### config.mk
export PLATFORM = sky130hd
export DESIGN_NAME = ssdl_space_decode_lock
export DESIGN_NICKNAME = d
export VERILOG_FILES = /design/src/core/ssdl_space_decode_lock.v
export VERILOG_INCLUDE_DIRS = /design/src /design/src/common
export SDC_FILE = /design/constraint.sdc
export NUM_CORES = 1
export LEC_CHECK = 0
export BUFFER_PORTS_ARGS = -buffer_cell sky130_fd_sc_hd__buf_2
export CORE_MARGIN = 2
export CORE_UTILIZATION = 35
export CTS_BUF_LIST = sky130_fd_sc_hd__clkbuf_2
export CTS_CLUSTER_SIZE = 12
export DETAILED_ROUTE_END_ITERATION = 6
export PLACE_DENSITY = 0.62
export RECOVER_POWER = 50
export SYNTH_ARGS = -nofsm -noshare
export SYNTH_HDL_FRONTEND = slang
export SYNTH_SLANG_ARGS = --single-unit
### constraint.sdc
create_clock -name i_clk -period 4.6 [get_ports i_clk]
set_input_delay 0.69 -clock i_clk [delete_from_list [all_inputs] [get_ports i_clk]]
set_output_delay 0.69 -clock i_clk [all_outputs]
set_load 0.005 [all_outputs]
### src/common/ssdl_map.vh
// Constants for the system-management space decode and lock block.
// Assumes a simple configuration write/read port and one host cycle per clock.
`ifndef SSDL_MAP_VH
`define SSDL_MAP_VH
`define SSDL_BIT_VIOLATION 0
`define SSDL_BIT_LOCK 1
`define SSDL_LOW_LSB 2
`define SSDL_LOW_MSB 3
`define SSDL_UP_LSB 4
`define SSDL_UP_MSB 5
`define SSDL_GMS_LSB 6
`define SSDL_GMS_MSB 7
`define SSDL_CTRL_RESET 8'h00
`define SSDL_SEL_OFF 2'h0
`define SSDL_SEL_01 2'h1
`define SSDL_SEL_10 2'h2
`define SSDL_SEL_11 2'h3
`define SSDL_AB_BASE 32'h000a0000
`define SSDL_AB_LAST 32'h000bffff
`define SSDL_HIGH_BASE 32'hfeea0000
`define SSDL_HIGH_LAST 32'hfeebffff
`define SSDL_TOP_512K 32'h00080000
`define SSDL_TOP_1M 32'h00100000
`define SSDL_ROUTE_DRAM 2'h0
`define SSDL_ROUTE_HUB 2'h1
`define SSDL_ROUTE_GFX 2'h2
`endif

### src/core/ssdl_space_decode_lock.v
// System-management space control register, AB/extended region decode and routing.
// Assumes a same-clock configuration port and a same-clock host cycle decode port.
`timescale 1ns/1ps
`default_nettype none
`include "ssdl_map.vh"

// Functional notes
// - Non-SMM hits on enabled top/high regions go to the hub, not DRAM.
// - Upper select field is read-only once the lock is set.
// - High region is enabled only when lower select equals 00.
// - Lower select 00 leaves AB segment DRAM disabled for everyone.
// - Lower select 01 maps AB segment to DRAM for any agent.
// - Lower select 10 lets only SMM code reads reach AB DRAM.
// - Lower select 11 gives all SMM cycles AB DRAM; others go elsewhere.
// - Under lock, lower bit 3 is read-only; bit 2 writable only if bit 3 is 1.
// - Lock freezes itself, graphics select, upper select and lower select MSB.
// - Lock is set by normal write and cleared only by reset.
// - Lock also blocks writes to both DRAM row population registers.
// - Non-SMM processor access to enabled extended region sets violation flag.
// - Explicit write-back cycles never set the violation flag.
// - Writing 1 clears the violation flag unless a new violation hits in that cycle; writing 0 leaves it.
// - Upper select decodes top region off/off/512 KB/1 MB, high conditional.
// - Top region sits below top of memory; high region at the fixed remap window.
module ssdl_space_decode_lock (
   // Clock and reset
   input wire i_clk,
   input wire i_srst,
   // Configuration access to the control register
   input wire i_cfg_wr,
   input wire [7:0] i_cfg_wdata,
   output wire [7:0] o_cfg_rdata,
   // Row population register write requests
   input wire i_drp_wr,
   input wire i_dram_row_population_second_wr,
   output wire o_drp_wr_allow,
   output wire o_dram_row_population_second_wr_allow,
   // Memory map inputs
   input wire [31:0] i_top_of_memory,
   // Host cycle to decode
   input wire i_cyc_valid,
   input wire [31:0] i_cyc_addr,
   input wire i_cyc_smm,
   input wire i_cyc_from_cpu,
   input wire i_cyc_code,
   input wire i_cyc_write,
   input wire i_cyc_writeback,
   input wire i_gfx_enabled,
   // Route result
   output reg [1:0] o_route,
   output reg o_route_valid,
   // Decoded state
   output wire o_smm_space_lock,
   output wire o_high_remap_enable,
   output wire o_top_stolen_enable
);
   reg smm_space_lock;
   reg extended_region_violation_flag;
   reg low_sel_msb;
   reg low_sel_lsb;
   wire [1:0] lower_segment_select;
   reg [1:0] upper_segment_select;
   reg [1:0] graphics_memory_select;
   reg next_low_lsb;
   reg [1:0] next_route;
   wire [31:0] top_size;
   wire [31:0] top_base;
   wire hit_ab;
   wire hit_high;
   wire hit_top;
   wire top_above_base;
   wire top_below_tom;
   wire ext_hit;
   wire viol_event;
   wire viol_clear;
   wire [1:0] ab_alt_route;

   assign lower_segment_select = {low_sel_msb, low_sel_lsb};

   assign o_cfg_rdata = {graphics_memory_select, upper_segment_select,
                         lower_segment_select, smm_space_lock,
                         extended_region_violation_flag};
   assign o_smm_space_lock = smm_space_lock;
   // Row population writes are refused quietly; the requester sees only the allow.
   assign o_drp_wr_allow = i_drp_wr & ~smm_space_lock;
   assign o_dram_row_population_second_wr_allow = i_dram_row_population_second_wr & ~smm_space_lock;

   // Top region size from upper select; 00 and 01 leave it off.
   assign top_size = (upper_segment_select == `SSDL_SEL_11) ? `SSDL_TOP_1M :
                     (upper_segment_select == `SSDL_SEL_10) ? `SSDL_TOP_512K :
                     32'h00000000;
   // A top of memory below the region size would wrap; software must not set that up.
   assign top_base = i_top_of_memory - top_size;
   assign o_top_stolen_enable = upper_segment_select[1];
   assign o_high_remap_enable = (upper_segment_select != `SSDL_SEL_OFF) &&
                                (lower_segment_select == `SSDL_SEL_OFF);
   // The AB segment window is fixed; only its owner changes.
   assign hit_ab = (i_cyc_addr >= `SSDL_AB_BASE) && (i_cyc_addr <= `SSDL_AB_LAST);
   assign hit_high = o_high_remap_enable && (i_cyc_addr >= `SSDL_HIGH_BASE) &&
                     (i_cyc_addr <= `SSDL_HIGH_LAST);
   assign top_above_base = (i_cyc_addr >= top_base);
   assign top_below_tom = (i_cyc_addr < i_top_of_memory);
   assign hit_top = o_top_stolen_enable && top_above_base && top_below_tom;
   assign ext_hit = hit_high | hit_top;

   // A host cycle that offends the extended regions; write-backs are exempt.
   assign viol_event = i_cyc_valid && i_cyc_from_cpu && !i_cyc_smm && !i_cyc_writeback &&
                       ext_hit;
   assign viol_clear = i_cfg_wr && i_cfg_wdata[`SSDL_BIT_VIOLATION];

   // AB cycles refused DRAM go to internal graphics when it is on, else to the hub.
   assign ab_alt_route = i_gfx_enabled ? `SSDL_ROUTE_GFX : `SSDL_ROUTE_HUB;

   // Bit 2 under lock only follows the write while bit 3 already reads 1.
   always @* begin
      next_low_lsb = lower_segment_select[0];
      if (!smm_space_lock || lower_segment_select[1]) begin
         next_low_lsb = i_cfg_wdata[`SSDL_LOW_LSB];
      end
   end

   // Only a write can set the lock, and nothing but reset clears it.
   always @(posedge i_clk) begin
      if (i_srst) begin
         smm_space_lock <= 1'b0;
      end else if (i_cfg_wr && !smm_space_lock) begin
         smm_space_lock <= i_cfg_wdata[`SSDL_BIT_LOCK];
      end
   end

   // Graphics select freezes with the lock.
   always @(posedge i_clk) begin
      if (i_srst) begin
         graphics_memory_select <= 2'h0;
      end else if (i_cfg_wr && !smm_space_lock) begin
         graphics_memory_select <= i_cfg_wdata[`SSDL_GMS_MSB:`SSDL_GMS_LSB];
      end
   end

   // Upper select freezes with the lock so the extended regions cannot be reopened.
   always @(posedge i_clk) begin
      if (i_srst) begin
         upper_segment_select <= 2'h0;
      end else if (i_cfg_wr && !smm_space_lock) begin
         upper_segment_select <= i_cfg_wdata[`SSDL_UP_MSB:`SSDL_UP_LSB];
      end
   end

   // Lower select MSB freezes with the lock.
   always @(posedge i_clk) begin
      if (i_srst) begin
         low_sel_msb <= 1'b0;
      end else if (i_cfg_wr && !smm_space_lock) begin
         low_sel_msb <= i_cfg_wdata[`SSDL_LOW_MSB];
      end
   end

   // Bit 2 may still move under lock while bit 3 reads 1, toggling code-only shadowing.
   always @(posedge i_clk) begin
      if (i_srst) begin
         low_sel_lsb <= 1'b0;
      end else if (i_cfg_wr) begin
         low_sel_lsb <= next_low_lsb;
      end
   end

   // A new violation in the same cycle as a clearing write keeps the flag set.
   always @(posedge i_clk) begin
      if (i_srst) begin
         extended_region_violation_flag <= 1'b0;
      end else if (viol_event) begin
         extended_region_violation_flag <= 1'b1;
      end else if (viol_clear) begin
         extended_region_violation_flag <= 1'b0;
      end
   end

   // Non-DRAM target for the AB segment depends on whether graphics owns it.
   always @* begin
      next_route = `SSDL_ROUTE_DRAM;
      if (ext_hit) begin
         next_route = i_cyc_smm ? `SSDL_ROUTE_DRAM : `SSDL_ROUTE_HUB;
      end else if (hit_ab) begin
         case (lower_segment_select)
            `SSDL_SEL_OFF: next_route = `SSDL_ROUTE_HUB;
            `SSDL_SEL_01: next_route = `SSDL_ROUTE_DRAM;
            `SSDL_SEL_10: begin
               if (i_cyc_smm && i_cyc_from_cpu && i_cyc_code && !i_cyc_write) begin
                  next_route = `SSDL_ROUTE_DRAM;
               end else begin
                  next_route = `SSDL_ROUTE_HUB;
               end
            end
            `SSDL_SEL_11: next_route = i_cyc_smm ? `SSDL_ROUTE_DRAM : `SSDL_ROUTE_HUB;
            default: next_route = `SSDL_ROUTE_HUB;
         endcase
         if (next_route == `SSDL_ROUTE_HUB) begin
            next_route = ab_alt_route;
         end
      end
   end

   // Route result is registered and appears one clock after the cycle that produced it.
   always @(posedge i_clk) begin
      if (i_srst) begin
         o_route <= `SSDL_ROUTE_DRAM;
      end else begin
         o_route <= next_route;
      end
   end

   always @(posedge i_clk) begin
      if (i_srst) begin
         o_route_valid <= 1'b0;
      end else begin
         o_route_valid <= i_cyc_valid;
      end
   end
endmodule
`default_nettype wire

==> flow_summary.ini <==
[sta]
worstMarginPinSlew_ns = 0.686
timing.final.crit_share_pct = 76.9
rsz0062_at_grt = false
setup_viol = 0
fin_crit_ns = 3.54
drv_slew = 0
fmax_mhz = 283
finalSetupTns_ns = 0
slew_headroom_pct = 54.2
clock_skew_ns = 0.00758
whs_ns = 0.512
hold_violations = 0

[routing]
vias = 2112
vias_per_cell = 5.03
ant_nets = 0
wl_per_cell_um = 12.6
initialDrtViolationCount = 63
first_pass_iters = 4
route.detailed.drc = 0
routed_wl_mm = 5.30

[synth]
synthCells = 252
syn_nets = 384
avgSynthCellArea_um2 = 8.07
synthArstFlopShare_pct = 0
synth-main-ff-cell = dfxtp_1
synth_top_family_by_area = adder cells
synth_compound_area_share_pct = 19.9
synth_mux_area_share_pct = 2.46
yosysTopAreaCellShare_pct = 28.9
synth_xor_area_share_pct = 4.74
synth_area_leader_cell = ha_1
synth_fa_ha_area_share_pct = 29.9
yosysSeqAreaShare_pct = 10.8
synth_edf_count = 0
synth_area_leaders = ha_1 29%, dfxtp_1 11%, inv_1 7.2%
synth-simple-area-share_pct = 22.3
ys_types = 45
syn_area_um2 = 2030
yosys_warnings = 0
ys_ff_latch = 11

[cts]
cts-root-buf = clkbuf_2
cts_hold_buf = 0
numCtsBuffers = 3
cts_tree = done
clockBufferDepth = 2
postCtsSetupBuffers = 0
h-tree-depth = 1
clk_latency_ns = 0.27
cts_sinks = 11
ctsResizeCount = 0
clkTransAtPathRegs_ns = 0.12

[pwr]
p_per_area_nw_per_um2 = 138
ir_drop_v = 0.0000611
p_leak_nw = 1.33
switching_share_pct = 40.2
switching_power_mw = 0.143
power.share.clock_pct = 16.3
comb_power_share_pct = 54.4
p_int_mw = 0.213
total_power_mw = 0.356
p_seq_share_pct = 29.3

[setup_path]
crit_start = upper_segment_select[1]
worst_ep_arrival_time_ns = 3.75
path_cells = inv_1, nor2_1, ha_1, inv_1, a21o_1, nand3b_1, or3_1, xnor2_1, ha_1, nand4_2, nor4_4, a22oi_1, o211ai_1, a41oi_2, a2111oi_4, a2bb2oi_2
critPathMaxStageDelay_ns = 0.41
crit_slowest_cell = dfxtp_1
crit_type = reg -> reg
cp_data_required_time_ns = 4.81
r2r-start = upper_segment_select[1]
critPathLaunchType = register
crit_fanout = 5
end_kind = register

[cells_and_area]
nets = 481
stdcell_area_um2 = 2580
final_common_cell = buf_2
drive_gt1_share_pct = 32.2
area_delta_synth_final_pct = 26.8
diodes = 0
layout_common_cells = 92 x buf_2, 47 x ha_1, 39 x inv_1
final_util_pct = 46.2

[global_route]
top_usage_layer = met2
grt_pass1_wl_mm = 8.76
grt_max_degree = 13
use_met3_pct = 2.13
grt_pass1_vias = 2025
grtUsageMet2_pct = 31.5
groute.layer.met1.usage_pct = 20.3
groute.usage.overall_pct = 16.7
grt_overflow = 0
antenna_found_initial = 0

[floorplanning]
fp.dieW_um = 80.2
coreArea_um2 = 5570
dieHeight_um = 80.2
dieArea_um2 = 6430
initial_core_util_pct = 36.5
rows = 27
io_pins = 100

[placed_design]
numPortBuffers = 99
place_congestion = 0.871
post_dp_cell_area_um2 = 2570
dpl.hpwl_mm = 4.75

[hold_path]
hp-class = reg -> reg
hold_start = graphics_memory_select[1]

[status]
status = completed

[job]
maxCapViolations = 0
through the flow:
step | setup WS [ns] | instances
final | 1.06 | 420
after global routing | 0.788 | 420
after CTS | 1.03 | 420
after detailed placement | 0.882 | 416
after global placement | 0.939 | 416
after floorplan | 1.21 | 252
sequential cells by signal (all words and copies together) (netlist names):
| name | cells |
|---|---|
| extended_region_violation_flag | 1 |
| graphics_memory_select | 2 |
| low_sel_lsb | 1 |
| low_sel_msb | 1 |
| o_route | 2 |
| o_route_valid | 1 |
| o_smm_space_lock | 1 |
| upper_segment_select | 2 |
layer usage:
layer  part of all wire (%)  routed length, um
met2                     51               2720
met3                    6.5                344
met5                      0                  0
met1                     42               2210
met4                   0.40                 21
kinds of logic after synthesis:
| logic type | count (synthesis) |
|---|---|
| AO/OA/AOI/OAI | 53 |
| adder cells (fa/ha/maj) | 48 |
| flip-flops | 11 |
| AND/OR/NAND/NOR | 78 |
| buffers and inverters | 46 |
| XOR/XNOR | 11 |
| multiplexers | 5 |
cell usage after synthesis, drive strengths merged (4+ instances only):
cell type,number
nand4,13
dfxtp,11
nor4,4
mux2i,5
xnor2,11
buf,6
nand3,4
nand2,17
o211ai,5
a21oi,23
o21ai,8
nor2b,5
ha,47
nor3,9
nor2,17
a211oi,5
inv,39
worst paths after layout:
check                                            endpoint  cells after the start  slack, ns
worst min-delay path            graphics_memory_select[1]                      2       0.51
worst min register to register  graphics_memory_select[1]                      2       0.51
worst max-delay path                           o_route[0]                     16       1.06
worst max register to register                 o_route[0]                     16       1.06
critical path, delay by kind of cell, from the launching register on:
family                   cells  cell delay [ns]
AND/OR/NAND/NOR              5             1.27
AO/OA/AOI/OAI                6             1.02
adder cells (fa/ha/maj)      2             0.49
flip-flops                   1             0.41
buffers and inverters        2             0.16
XOR/XNOR                     1             0.13
layout make-up:
| type | count | area [um2] |
|---|---|---|
| inverters | 39 | 146 |
| repair buffers | 99 | 487 |
| well taps | 72 | 90.1 |
| fillers | 592 | 3000 |
| multi-input cells | 195 | 1610 |
| flip-flops and latches | 11 | 220 |
| clock buffers | 4 | 20.0 |
power by group through the flow:
stage	registers (mW)	logic, mW	clock network, mW
3_3_place_gp	0.106	0.193	0
6_report	0.104	0.193	0.0581
3_5_place_dp	0.106	0.195	0
4_1_cts	0.104	0.196	0.0591
5_1_grt	0.105	0.223	0.0650
2_1_floorplan	0.106	0.121	0
Note: power is estimated with default switching activity, not from simulation.
